File: src/exc_pkg.sv
// Shared constants and carrier types for the exception sequencer
`default_nettype none
package exc_pkg;
    localparam int VEC_W = 6;
    localparam int ADDR_W = 16;
    localparam int WORD_W = 32;
    localparam int EXT_LINES = 6;
    localparam int INT_SRC = 30;
    localparam logic [VEC_W-1:0] VEC_RESET = 6'h00;
    localparam logic [VEC_W-1:0] VEC_NMI = 6'h07;
    localparam logic [VEC_W-1:0] VEC_TRAP_BASE = 6'h08;
    localparam logic [VEC_W-1:0] VEC_EXT_BASE = 6'h0C;
    localparam logic [VEC_W-1:0] VEC_INT_FIRST = 6'h14;
    localparam logic [VEC_W-1:0] VEC_INT_LAST = 6'h3C;
    localparam logic [VEC_W-1:0] VEC_RSV_HI0 = 6'h12;
    localparam logic [VEC_W-1:0] VEC_RSV_HI1 = 6'h13;
    localparam int VEC_SHIFT = 2;
    localparam int MASK_BIT = 7;
    localparam logic [7:0] FLAG_RESET = 8'h80;
    localparam logic [ADDR_W-1:0] PC_RESET = 16'h0000;

    // Request from the core: trap instruction seen, its operand
    typedef struct packed {
        logic trap_valid;
        logic [1:0] trap_operand;
        logic boundary;
    } core_req_t;

    // One bus access issued by the sequencer
    typedef struct packed {
        logic valid;
        logic write;
        logic [ADDR_W-1:0] addr;
        logic [WORD_W-1:0] wdata;
    } bus_req_t;
endpackage
`default_nettype wire

File: src/exc_vector_map.sv
// Vector number to table entry address mapping and source encoding
`timescale 1ns/1ps
`default_nettype none
module exc_vector_map (
    input wire logic [1:0] kind,
    input wire logic [2:0] ext_index,
    input wire logic [1:0] trap_operand,
    input wire logic [5:0] int_vector,
    output logic [5:0] vector,
    output logic [15:0] entry_addr,
    output logic legal
);
    function automatic logic reserved_vec(input logic [5:0] v);
        reserved_vec = (v >= 6'h01 && v <= 6'h06) || v == exc_pkg::VEC_RSV_HI0 || v == exc_pkg::VEC_RSV_HI1;
    endfunction

    always_comb begin
        unique case (kind)
            2'h0: vector = exc_pkg::VEC_RESET;
            2'h1: vector = exc_pkg::VEC_TRAP_BASE + {4'h0, trap_operand};
            2'h2: vector = (ext_index == 3'h7) ? exc_pkg::VEC_NMI
                          : exc_pkg::VEC_EXT_BASE + {3'h0, ext_index};
            default: vector = int_vector;
        endcase
        legal = !reserved_vec(vector) && vector <= exc_pkg::VEC_INT_LAST
                && (kind != 2'h3 || vector >= exc_pkg::VEC_INT_FIRST);
        entry_addr = {8'h00, vector, 2'h0};
    end
endmodule // exc_vector_map
`default_nettype wire

File: src/exc_sequencer.sv
// Exception priority, state save and vector fetch sequencer
`timescale 1ns/1ps
`default_nettype none
// Notes on behaviour
// - Simultaneous exceptions are taken reset first, then interrupts, then traps.
// - A trap is always taken in the execution state, with no mask able to stop it.
// - Reset handling starts on the low-to-high edge of the chip init pin.
// - Interrupts wait until the current instruction or exception sequence is done.
// - Interrupts and traps push the program counter and flag word first.
// - After the save the interrupt mask bit in the flag word is set to one.
// - The table entry of the accepted source is read and execution resumes there.
// - Reset skips the save, sets the mask and fetches vector zero.
// - Each vector's entry sits at four times its number.
// - The four traps use vectors 8 to 11 chosen by the operand.
// - External lines zero to five use vectors 12 to 17 in order.
// - Vectors 1 to 6, 18 and 19 are never given to a source; an internal request naming one is still fetched, with BAD_VECTOR set.
// - The thirty internal sources are vectored within 20 to 60; an internal vector outside that range is still fetched, with BAD_VECTOR set.
// - Entry addresses are the low 16 bits with the upper bits zero.
// - After reset all interrupts, even the nonmaskable one, wait for the first instruction.
module exc_sequencer (
    input wire logic MCLK,
    input wire logic RESET,
    input wire logic CHIP_INIT_PIN_N,
    input wire logic NMI_REQ,
    input wire logic [5:0] EXT_REQUEST_LINE,
    input wire logic INT_REQ,
    input wire logic [5:0] INT_VECTOR,
    input wire exc_pkg::core_req_t CORE_REQ,
    input wire logic [15:0] CORE_PC,
    input wire logic [7:0] CORE_FLAGS,
    input wire logic [15:0] CORE_SP,
    input wire logic BUS_DONE,
    input wire logic [31:0] BUS_RDATA,
    output exc_pkg::bus_req_t BUS_REQ,
    output logic [7:0] FLAG_WORD_REGISTER,
    output logic [15:0] NEW_PC,
    output logic NEW_PC_VALID,
    output logic [15:0] NEW_SP,
    output logic CORE_HOLD,
    output logic BAD_VECTOR
);
    typedef enum logic [5:0] {
        S_HALT = 6'h01,
        S_IDLE = 6'h02,
        S_PUSH_PC = 6'h04,
        S_PUSH_FLAGS = 6'h08,
        S_MASK = 6'h10,
        S_FETCH = 6'h20
    } state_t;

    state_t state, next_state;
    exc_pkg::bus_req_t next_bus;
    logic [7:0] next_flags;
    logic [15:0] next_pc;
    logic next_pc_valid;
    logic [15:0] next_sp;
    logic next_hold;
    logic next_bad;
    logic pin_prev, next_pin_prev;
    logic first_done, next_first_done;
    logic [1:0] kind, next_kind;
    logic [2:0] ext_index, next_ext_index;
    logic [1:0] trap_op, next_trap_op;
    logic [5:0] int_vec, next_int_vec;
    logic [5:0] vector;
    logic [15:0] entry_addr;
    logic legal;
    logic [2:0] ext_pick;
    logic ext_any;

    exc_vector_map u_map (
        .kind(kind),
        .ext_index(ext_index),
        .trap_operand(trap_op),
        .int_vector(int_vec),
        .vector(vector),
        .entry_addr(entry_addr),
        .legal(legal)
    );

    // Lowest numbered external line wins
    always_comb begin
        ext_pick = 3'h0;
        ext_any = 1'b0;
        for (int i = exc_pkg::EXT_LINES - 1; i >= 0; i--) begin
            if (EXT_REQUEST_LINE[i]) begin
                ext_pick = 3'(i);
                ext_any = 1'b1;
            end
        end
    end

    always_comb begin
        next_state = state;
        next_bus = BUS_REQ;
        next_flags = FLAG_WORD_REGISTER;
        next_pc = NEW_PC;
        next_pc_valid = 1'b0;
        next_sp = NEW_SP;
        next_hold = CORE_HOLD;
        next_bad = BAD_VECTOR;
        next_pin_prev = CHIP_INIT_PIN_N;
        next_first_done = first_done;
        next_kind = kind;
        next_ext_index = ext_index;
        next_trap_op = trap_op;
        next_int_vec = int_vec;
        if (!CHIP_INIT_PIN_N) begin
            next_state = S_HALT;
            next_bus = '0;
            next_hold = 1'b1;
            next_first_done = 1'b0;
        end else if (!pin_prev) begin
            // Rising edge of the init pin starts reset handling at once
            next_kind = 2'h0;
            next_flags = CORE_FLAGS | exc_pkg::FLAG_RESET;
            next_state = S_FETCH;
            next_hold = 1'b1;
            next_first_done = 1'b0;
            next_bad = 1'b0;
            next_bus = '{valid: 1'b1, write: 1'b0, addr: exc_pkg::PC_RESET, wdata: '0};
        end else begin
            unique case (state)
                S_HALT: next_state = S_HALT;
                S_IDLE: begin
                    next_flags = CORE_FLAGS;
                    if (CORE_REQ.boundary) begin
                        next_first_done = 1'b1;
                    end
                    // Interrupts only at a boundary and never before the first instruction
                    if (CORE_REQ.boundary && first_done
                        && (NMI_REQ || (!CORE_FLAGS[exc_pkg::MASK_BIT] && (ext_any || INT_REQ)))) begin
                        next_kind = NMI_REQ ? 2'h2 : (ext_any ? 2'h2 : 2'h3);
                        next_ext_index = NMI_REQ ? 3'h7 : ext_pick;
                        next_int_vec = INT_VECTOR;
                        next_state = S_PUSH_PC;
                    end else if (CORE_REQ.trap_valid) begin
                        next_kind = 2'h1;
                        next_trap_op = CORE_REQ.trap_operand;
                        next_state = S_PUSH_PC;
                    end
                    if (next_state == S_PUSH_PC) begin
                        next_hold = 1'b1;
                        next_sp = CORE_SP - 16'h0004;
                        next_bus = '{valid: 1'b1, write: 1'b1, addr: CORE_SP - 16'h0004,
                                     wdata: {CORE_FLAGS, 8'h00, CORE_PC}};
                    end
                end
                S_PUSH_PC: if (BUS_DONE) begin
                    next_bus.valid = 1'b0;
                    next_state = S_PUSH_FLAGS;
                end
                S_PUSH_FLAGS: next_state = S_MASK;
                S_MASK: begin
                    next_flags[exc_pkg::MASK_BIT] = 1'b1;
                    next_state = S_FETCH;
                    next_bus = '{valid: 1'b1, write: 1'b0, addr: entry_addr, wdata: '0};
                    next_bad = !legal;
                end
                S_FETCH: if (BUS_DONE) begin
                    next_bus.valid = 1'b0;
                    next_pc = BUS_RDATA[15:0];
                    next_pc_valid = 1'b1;
                    next_hold = 1'b0;
                    next_state = S_IDLE;
                end
                default: next_state = S_HALT;
            endcase
        end
    end

    always_ff @(posedge MCLK) begin
        if (RESET) begin
            state <= S_HALT;
            BUS_REQ <= '0;
            FLAG_WORD_REGISTER <= exc_pkg::FLAG_RESET;
            NEW_PC <= exc_pkg::PC_RESET;
            NEW_PC_VALID <= 1'b0;
            NEW_SP <= 16'h0000;
            CORE_HOLD <= 1'b1;
            BAD_VECTOR <= 1'b0;
            pin_prev <= 1'b0;
            first_done <= 1'b0;
            kind <= 2'h0;
            ext_index <= 3'h0;
            trap_op <= 2'h0;
            int_vec <= 6'h00;
        end else begin
            state <= next_state;
            BUS_REQ <= next_bus;
            FLAG_WORD_REGISTER <= next_flags;
            NEW_PC <= next_pc;
            NEW_PC_VALID <= next_pc_valid;
            NEW_SP <= next_sp;
            CORE_HOLD <= next_hold;
            BAD_VECTOR <= next_bad;
            pin_prev <= next_pin_prev;
            first_done <= next_first_done;
            kind <= next_kind;
            ext_index <= next_ext_index;
            trap_op <= next_trap_op;
            int_vec <= next_int_vec;
        end
    end
endmodule // exc_sequencer
`default_nettype wire

File: config.mk
export PLATFORM = sky130hd
export DESIGN_NAME = exc_sequencer
export DESIGN_NICKNAME = d
export VERILOG_FILES = /design/src/exc_pkg.sv /design/src/exc_vector_map.sv /design/src/exc_sequencer.sv
export SDC_FILE = /design/constraint.sdc
export NUM_CORES = 1
export LEC_CHECK = 0
export BUFFER_PORTS_ARGS = -buffer_cell sky130_fd_sc_hd__buf_2
export CAP_MARGIN = 20
export CORE_ASPECT_RATIO = 0.9
export CORE_MARGIN = 2
export CORE_UTILIZATION = 49
export CTS_CLUSTER_DIAMETER = 60
export DETAILED_ROUTE_END_ITERATION = 8
export MAX_ROUTING_LAYER = met4
export PLACE_DENSITY = 0.8
export SYNTH_ARGS = -nofsm -noshare
export SYNTH_HDL_FRONTEND = slang
export SYNTH_HIERARCHICAL = 1
export SYNTH_SLANG_ARGS = --single-unit
File: constraint.sdc
create_clock -name MCLK -period 3.3 [get_ports MCLK]
set_clock_uncertainty 0.1 [all_clocks]
set_input_delay 0.66 -clock MCLK [delete_from_list [all_inputs] [get_ports MCLK]]
set_output_delay 0.66 -clock MCLK [all_outputs]
set_load 0.02 [all_outputs]
Word level (Yosys, flattened, before mapping)
Cells that the tools add are included.
- register bits after elaboration: 114
- input bits: 94
- output and inout bits: 93
- logic and storage cells: 132
- add/subtract/negate cells: 3
- magnitude comparators: 4
- eq/ne operators: 24
- mux-type cells: 43
- bitwise logic cells: 4
- reduce and logical (&&, ||, !) cells: 35
- operators by type and width (cell ; count):
    50-bit two-way mux ; 2
    49-bit case mux with 2 select lines ; 1
    6-bit two-way mux ; 9
    6-bit case mux with 5 select lines ; 1
    3-bit two-way mux ; 7
    6-bit by 5-bit equality test with 1-bit output, second input constant ; 3
    6-bit case mux with 3 select lines ; 1
    16-bit by 3-bit subtractor with 16-bit output, second input constant ; 1
    2-bit AND reduction ; 7
    1-bit two-way mux ; 13
    6-bit by 3-bit equality test with 1-bit output, second input constant ; 2
    3-bit inequality test, second input constant ; 4
    4-bit AND reduction ; 3
    3-bit AND reduction ; 3
    2-bit two-way mux ; 4
    8-bit two-way mux ; 1
    2-bit inequality test, second input constant ; 4
    7-bit two-way mux ; 1
    6-bit by 2-bit equality test with 1-bit output, second input constant ; 1
    6-bit by 4-bit equality test with 1-bit output, second input constant ; 1
    6-bit equality test, second input constant ; 1
    6-bit by 1-bit greater-or-equal comparator with 1-bit output, second input constant ; 1
    6-bit by 5-bit greater-or-equal comparator with 1-bit output, second input constant ; 1
    6-bit by 3-bit <= comparator with 1-bit output, second input constant ; 1
    other kinds (22) ; 40

Depth between registers and ports, before layout
Gate-level depths: netlist of run 1.
- word-level depth: 18
- depth in mapped cells: 9

Hierarchy
Netlist of run 1, hierarchy kept.
- by module, submodules not included (module ; instances ; cells each ; area each (um2)):
    exc_sequencer ; 1 ; 500 ; 4518.1
    exc_vector_map ; 1 ; 49 ; 365.4

Worst setup path before layout of run 1
No wires, ideal clock.
- path type: input-to-reg
- from: input port CORE_SP[3]
- to: register NEW_SP[15]
- library setup time: 0.134 ns
- arrival time: 2.399 ns
- data required time: 3.066 ns
- setup slack: 0.667 ns
- stages on the path: 5
- path buffers: 0
- cell sequence: or4_4 -> or4_4 -> o31a_1 -> a2111oi_1 -> a211oi_1
- cells in the longest elaborated chain, start to end: 1
- ends and longest elaborated chain (element ; RTL line ; RTL):
    start: declaration ; exc_sequencer.sv:31 ; input wire logic [15:0] CORE_SP,
    16-bit by 3-bit subtractor with 16-bit output ; exc_sequencer.sv:144 ; next_sp = CORE_SP - 16'h0004;
    end signal: assignment ; exc_sequencer.sv:194 ; NEW_SP <= next_sp;
    end: declaration ; exc_sequencer.sv:38 ; output logic [15:0] NEW_SP,
Every way passes these cells.
A chain may end at the register's enable or synchronous reset.

Worst setup path in the final report of run 1
- from: input port CORE_SP[2]
- to: register BUS_REQ[46] in the netlist's numbering
- cells in the longest elaborated chain, start to end: 3
- ends and longest elaborated chain (element ; RTL line ; RTL):
    16-bit by 3-bit subtractor with 16-bit output ; exc_sequencer.sv:145 ; next_bus = '{valid: 1'b1, write: 1'b1, addr: CORE_SP - 16'h0004,
    50-bit two-way mux ; exc_sequencer.sv:142 ; if (next_state == S_PUSH_PC) begin
    49-bit case mux with 2 select lines ; exc_sequencer.sv:123 ; unique case (state)
    end signal: assignment ; exc_sequencer.sv:190 ; BUS_REQ <= next_bus;
    end: declaration ; exc_sequencer.sv:34 ; output exc_pkg::bus_req_t BUS_REQ,
Every way passes these cells. The select of a mux whose other input is x is not followed.

==> impl_metrics.json, run 1 <==
{
  "grt_antenna_before_repair": 0,
  "path_class": "input pin to register",
  "reg2reg_to": "NEW_SP[3]$_SDFFE_PP0P_",
  "dpl.hpwl_um": 10300,
  "fmax_mhz": 388,
  "postSynthCellCount": 543,
  "final_antenna_net_count": 0,
  "htree_num_levels": 3,
  "grt_max_degree": 30,
  "m1WireLength_um": 6010,
  "slew_viol_final": 0,
  "fin_util_pct": 61.6,
  "fin_tns_setup_ps": 0,
  "drv_cap": 0,
  "grt_setup_unrepaired": "false",
  "cts_tree": "yes",
  "arrival_ps": 2740,
  "clock-sinks": 106,
  "cp-start-kind": "input pin",
  "via_per_inst": 5.56,
  "cts_resized": 0,
  "vias": 4641,
  "routabilityCongestion": 0.945,
  "drc": 0,
  "dieWidth_um": 109,
  "grt_pass1_vias": 4495,
  "fillers": 856,
  "multiInputGateArea_mm2": 0.00242,
  "port_buffers": 162,
  "end_kind": "register",
  "overflow": 0,
  "highest-signal-layer": "met4",
  "ios": 187,
  "r2r_cells": 6,
  "worstMarginPinSlew_ps": 693,
  "r2r_start": "state[1]$_SDFFE_PP0P_",
  "met3_length_um": 790,
  "synthToLayoutAreaGrowth_pct": 23.0,
  "crit_fanout": 5,
  "wl_met2_um": 6490,
  "clk_path_buf_depth": 2,
  "drive_gt1_share_pct": 31.4,
  "worstSkewPairLatency_ps": 370,
  "cts-root-buf": "clkbuf_8",
  "fp.dieH_um": 98.3,
  "dr.first_iter.drc_count": 204,
  "vdd_drop_max_v": 0.000222,
  "required_ps": 3460,
  "synth.avg_cell_area_um2": 8.91,
  "cts_made_buffers": 9,
  "setup_viol": 0,
  "fp-row-count": 34,
  "powerDensity_mw_per_mm2": 379,
  "period_share_pct": 78.1,
  "layout_min_cycle_time_ps": 2580,
  "routed_wl_um": 13600,
  "power.leakage_nw": 2.71,
  "wl_per_cell_um": 16.3,
  "postCtsSetupRepairBufs": 0,
  "status": "finished clean",
  "ctsHoldBuffers": 0,
  "start_util_pct": 50.1,
  "grt_first_pass_wirelength_um": 21500,
  "seqCellArea_mm2": 0.00212,
  "synthesis.area_mm2": 0.00484,
  "diodes": 0,
  "min_path_type": "register to register",
  "startpoint": "CORE_SP[2]",
  "final-hold-violation-count": 0,
  "yosysWarnings": 6,
  "die_area_mm2": 0.0107,
  "grt_usage_pct": 26.2,
  "final_nets": 798,
  "slew-limit-headroom_pct": 53.8,
  "coreArea_mm2": 0.00966,
  "crit_path_end": "BUS_REQ[46]$_SDFFE_PP0P_",
  "clk_pin_slew_ps": 110,
  "reg2reg_slack_ps": 750,
  "drtPass1Iterations": 4
}
-- report_power, final --
part           switching [mW]  leakage, nW  internal, mW  total [mW]
sequential            0.00617        0.856          1.29        1.29
clock                   0.484       0.0957         0.294       0.778
combinational           0.115         1.75        0.0702       0.185
total                   0.605         2.71          1.65        2.26
-- stage by stage --
stage	instance area (um2)	setup slack [ps]	power (mW)	cells	hold WS, ps
finish	5950	723	2.26	834	357
CTS	5950	756	2.28	834	358
detailed placement	5760	359	1.50	818	343
global placement	5760	435	1.50	818	340
global route	5950	648	2.34	834	368
floorplan	4900	667	1.42	559	354
-- how the worst min path moves through the flow --
stage                                   end  depth (start not counted)               startpoint  slack, ps
global placement     NEW_PC[1]$_SDFFE_PP0P_                          2   NEW_PC[1]$_SDFFE_PP0P_        340
finish              NEW_PC[13]$_SDFFE_PP0P_                          2  NEW_PC[13]$_SDFFE_PP0P_        360
global route        BUS_REQ[4]$_SDFFE_PP0P_                          2               CORE_PC[4]        370
detailed placement  NEW_PC[13]$_SDFFE_PP0P_                          2  NEW_PC[13]$_SDFFE_PP0P_        340
floorplan           int_vec[1]$_SDFFE_PP0P_                          2  int_vec[1]$_SDFFE_PP0P_        350
CTS                 NEW_PC[13]$_SDFFE_PP0P_                          2  NEW_PC[13]$_SDFFE_PP0P_        360
-- area by class of cell --
class	count	area share, %
multi-input cells	378	40.6
flip-flops and latches	106	35.7
repair buffers	184	16.4
well taps	126	2.65
clock buffers	10	2.14
inverters	24	1.51
clock inverters	6	1.05
-- routing by layer --
metal / GRT usage (%) / up-vias
li1: - / 2253
met1: 33.2 / 2174
met2: 41.6 / 189
met3: 4.27 / 25
met4: 10.7 / 0
met5: - / -
-- state kept, by name (all words and copies together), names as in the netlist, 2 cells and up --
| signal | flops |
|---|---|
| kind | 2 |
| NEW_PC | 16 |
| state | 6 |
| FLAG_WORD_REGISTER | 8 |
| NEW_SP | 16 |
| BUS_REQ | 42 |
| int_vec | 6 |
| ext_index | 3 |
| trap_op | 2 |
-- placed cells by master, fill, tap and decap left out, types with 5 or more instances in the layout --
cell type,n
nor4_1,8
nor3_1,6
o31ai_1,6
o211ai_1,15
o21ai_0,14
nand2_1,63
a211oi_1,20
mux2i_1,24
inv_1,24
or3_1,5
clkbuf_8,9
buf_2,162
xnor2_1,6
dfxtp_1,106
nor2_1,40
conb_1,18
nand3_1,8
buf_4,22
a21oi_1,33
a22o_1,25
-- critical path, cell delays in order --
cell and delay (ps):
buf_2 140, inv_1 80, ha_1 200, or4b_1 540, or4_1 450, xnor2_1 160, o2111a_1 240, a221o_1 260
Note: power is estimated with default switching activity, not from simulation.
==> run 2, diff against run 1 <==
clock period = 2.5 ns   (was 3.3 ns; I/O delays follow)
==> run 2 against run 1 <==
  * Wire length is 1.5% higher
  * Global-route usage increased by 0.65 points
  * Die area unchanged
  * Flip-flop and latch count is the same
  * Critical path depth is the same
  * Worst hold slack got worse by 130 ps
==> impl_metrics.json, run 2 (synthesis results as in run 1) <==
{
  "fmax_mhz": 420,
  "fp.dieH_um": 98.3,
  "dr.first_iter.drc_count": 277,
  "vdd_drop_max_v": 0.000307,
  "port_buffers": 162,
  "coreArea_mm2": 0.00966,
  "period_share_pct": 95.3,
  "status": "finished clean",
  "ctsHoldBuffers": 0,
  "drive_gt1_share_pct": 32.9,
  "top_register": "BUS_REQ",
  "final_nets": 814,
  "routabilityCongestion": 0.958,
  "drv_cap": 0,
  "fin_tns_setup_ps": 0,
  "required_ps": 2670,
  "end_kind": "register",
  "setup_viol": 0,
  "min_path_type": "input pin to register",
  "final_cell_mix": "162 x buf_2, 106 x dfxtp_1, 63 x nand2_1, 40 x nor2_1, 36 x buf_4",
  "via_per_inst": 5.43,
  "grt_antenna_before_repair": 0,
  "drc": 0,
  "fin_ws_ps": 117,
  "grt_setup_unrepaired": "false",
  "top_regs": "BUS_REQ x42, NEW_PC x16, NEW_SP x16",
  "pre_cts_ws_ps": -230,
  "fp-row-count": 34,
  "arrival_ps": 2560,
  "htree_num_levels": 3,
  "layout.cells.non_filler": 850,
  "dpl.hpwl_um": 10300,
  "grt_pass1_vias": 4472,
  "cts-root-buf": "clkbuf_8",
  "clk_pin_slew_ps": 110,
  "layout_min_cycle_time_ps": 2380,
  "r2r_start": "state[2]$_SDFFE_PP0P_",
  "overflow": 0,
  "dpl.cell_count": 834,
  "powerDensity_mw_per_mm2": 492,
  "power.leakage_nw": 2.79,
  "wl_per_cell_um": 16.2,
  "ios": 187,
  "grt_max_degree": 51,
  "final_common_cell": "buf_2",
  "clock-sinks": 106,
  "worstSkewPairLatency_ps": 370,
  "grt_usage_pct": 26.9,
  "drtPass1Iterations": 4,
  "slew_viol_final": 0,
  "cts_resized": 0,
  "grt_first_pass_wirelength_um": 21700,
  "synthToLayoutAreaGrowth_pct": 25.9,
  "worstMarginPinSlew_ps": 1050,
  "diodes": 0,
  "min_from": "CORE_PC[10]",
  "startpoint": "CORE_SP[2]",
  "holdPathStages": 2,
  "dieWidth_um": 109,
  "die_area_mm2": 0.0107,
  "start_util_pct": 50.1,
  "routed_wl_um": 13800,
  "final-hold-violation-count": 0,
  "cp-start-kind": "input pin",
  "slew-limit-headroom_pct": 29.5,
  "vias": 4614,
  "largest_reg_flops": 42,
  "postCtsSetupRepairBufs": 0,
  "r2r_cells": 5,
  "clk_path_buf_depth": 2,
  "crit_fanout": 4,
  "cts_tree": "yes",
  "path_class": "input pin to register",
  "final_antenna_net_count": 0,
  "cts_made_buffers": 9
}
[run 2: worst paths after layout]
path                                                            to  slack, ps
worst min register to register             NEW_PC[13]$_SDFFE_PP0P_        360
worst max-delay path                      BUS_REQ[46]$_SDFFE_PP0P_        120
worst min-delay path                      BUS_REQ[10]$_SDFFE_PP0P_        220
worst max register to register  FLAG_WORD_REGISTER[2]$_SDFFE_PP0P_        240
[run 2: report_power, final]
part,leakage (nW),internal [mW],switching (mW),total [mW]
sequential,0.856,1.70,0.00793,1.71
combinational,1.84,0.106,0.155,0.261
clock,0.0953,0.388,0.643,1.03
[run 2: metrics by stage]
step | hold WS [ps] | total power [mW] | instance area, um2 | utilization (%)
floorplan | 354 | 1.88 | 4900 | -
global placement | 339 | 1.99 | 5910 | 61.2
detailed placement | 341 | 2.00 | 5910 | 61.2
CTS | 207 | 3.02 | 6090 | 63.1
global route | 201 | 3.11 | 6090 | 63.1
finish | 223 | 3.00 | 6090 | 63.1
[run 2: layout make-up]
class / instances / area [um2]
clock buffers: 10 / 128
clock inverters: 6 / 57.6
fillers: 829 / 3560
inverters: 24 / 90.1
multi-input cells: 378 / 2420
flip-flops and latches: 106 / 2120
well taps: 126 / 158
repair buffers: 200 / 1120
[run 2: critical path: stages]
cell	delay, ps
buf_2	140
inv_1	90
ha_1	210
or4b_1	490
or4_1	450
xnor2_1	180
o2111a_1	250
a221o_1	260
[run 2: per-layer routing]
layer / vias up / track usage (%) / routed length (um)
met3: 17 / 7.01 / 949
met4: 0 / 8.19 / 220
met1: 2141 / 33.4 / 6070
met2: 169 / 42.7 / 6550
li1: 2287 / - / -
met5: - / - / 0
==> run 3, diff against run 2 <==
CORE_ASPECT_RATIO = 0.75   (was 0.9)
==> run 3 against run 2 <==
  * Sequential power about the same
  * Combinational power is essentially flat
  * First-iteration DRC count grew 27%
  * Sequential share of layout area fell by 0.79 points
  * Flip-flop and latch count is the same
  * Critical path depth is the same
  * Maximum frequency decreased by 1.6%
  * Register-to-register slack got worse by 60 ps
  * Count of clock-buffer cells in the layout is 1 lower
  * Non-clock buffer count rose by 2
  * Clock power up 30%
  * Setup slack got worse by 39 ps
  * Largest power group unchanged
  * Highest routed layer unchanged
==> impl_metrics.json, run 3 (synthesis results as in run 1) <==
{
  "worstMarginPinSlew_ps": 1060,
  "largest_reg_flops": 42,
  "routabilityCongestion": 0.971,
  "r2r_cells": 6,
  "slew_viol_final": 0,
  "diodes": 0,
  "cts_made_buffers": 9,
  "required_ps": 2640,
  "slew-limit-headroom_pct": 29.0,
  "coreArea_mm2": 0.00962,
  "start_util_pct": 50.3,
  "dpl.hpwl_um": 10200,
  "cts-root-buf": "clkbuf_16",
  "fmax_mhz": 413,
  "crit_fanout": 5,
  "end_kind": "register",
  "grt_max_degree": 27,
  "fin_util_pct": 64.8,
  "power_mw": 3.30,
  "clock-sinks": 106,
  "cp-start-kind": "input pin",
  "drc": 0,
  "grt_antenna_before_repair": 0,
  "reg2reg_slack_ps": 180,
  "powerDensity_mw_per_mm2": 530,
  "top_register": "BUS_REQ",
  "grt_usage_pct": 26.3,
  "dieWidth_um": 119,
  "vdd_drop_max_v": 0.000416,
  "final-hold-violation-count": 0,
  "top_regs": "BUS_REQ x42, NEW_PC x16, NEW_SP x16",
  "min_path_type": "input pin to register",
  "worstSkewPairLatency_ps": 340,
  "final_cell_mix": "162 x buf_2, 106 x dfxtp_1, 63 x nand2_1, 40 x nor2_1, 38 x buf_4",
  "ios": 187,
  "fp-row-count": 31,
  "grt_setup_unrepaired": "false",
  "ctsHoldBuffers": 0,
  "arrival_ps": 2560,
  "grt_pass1_vias": 4653,
  "drtPass1Iterations": 5,
  "final_antenna_net_count": 0,
  "drive_gt1_share_pct": 33.3,
  "clk_pin_slew_ps": 70,
  "synthToLayoutAreaGrowth_pct": 28.8,
  "period_share_pct": 96.9,
  "dr.first_iter.drc_count": 352,
  "power.leakage_nw": 2.85,
  "port_buffers": 162,
  "fp.dieH_um": 90.1,
  "holdPathStages": 2,
  "die_area_mm2": 0.0107,
  "clk_path_buf_depth": 2,
  "via_per_inst": 5.52,
  "drv_cap": 0,
  "path_class": "input pin to register",
  "status": "finished clean",
  "routed_wl_um": 13600,
  "final_common_cell": "buf_2",
  "htree_num_levels": 3,
  "final_nets": 817,
  "overflow": 0,
  "vias": 4736,
  "cts_tree": "yes",
  "fin_tns_setup_ps": 0,
  "setup_viol": 0,
  "grt_first_pass_wirelength_um": 22500,
  "wl_per_cell_um": 15.9,
  "layout_min_cycle_time_ps": 2420
}
run 3: worst paths after layout:
kind / startpoint / to
setup / recovery: CORE_SP[2] / BUS_REQ[46]$_SDFFE_PP0P_
hold / removal: CORE_PC[3] / BUS_REQ[3]$_SDFFE_PP0P_
setup reg to reg: state[1]$_SDFFE_PP0P_ / BUS_REQ[36]$_SDFFE_PP0P_
hold reg to reg: NEW_PC[0]$_SDFFE_PP0P_ / NEW_PC[0]$_SDFFE_PP0P_
run 3: cell type report:
type | instances | area [um2]
Tap cell | 132 | 165
Sequential cell | 106 | 2120
Timing Repair Buffer | 202 | 1140
Clock inverter | 6 | 52.6
Clock buffer | 9 | 225
Fill cell | 841 | 3390
Inverter | 24 | 90.1
Multi-Input combinational cell | 379 | 2440
run 3: per-layer routing:
layer / GRT usage, % / wire length (um)
met4: 6.45 / 155
met3: 6.66 / 1170
met2: 39.8 / 5950
met5: - / 0
met1: 35.4 / 6340
run 3: worst max-delay path, stage by stage:
cell      delay, ps
buf_2           120
inv_1            80
ha_1            190
or4b_1          540
or4_1           460
xnor2_1         180
o2111a_1        250
a221o_1         250
run 3: where the power goes:
group          leakage [nW]  internal, mW  total (mW)  switching, mW
combinational          1.86         0.106       0.260          0.154
sequential            0.856          1.70        1.70        0.00588
clock                 0.130         0.684        1.34          0.654
total                  2.85          2.49        3.30          0.814
run 3: repair_timing:
item | 4_1_cts | 5_1_grt
setup buffers | 0 | 0
resized for setup | 0 | 2
endpoints found under the setup margin | 0 | 27
run 3: stage by stage:
| stage | std cells | area [um2] | setup WS [ps] | hold slack [ps] |
|---|---|---|---|---|
| final | 858 | 6230 | 77.8 | 258 |
| after global routing | 858 | 6230 | 22.3 | 254 |
| after CTS | 857 | 6210 | 41.0 | 251 |
| after detailed placement | 842 | 5940 | -250 | 344 |
| after global placement | 842 | 5940 | -187 | 339 |
| after floorplan | 559 | 4900 | 26.5 | 354 |
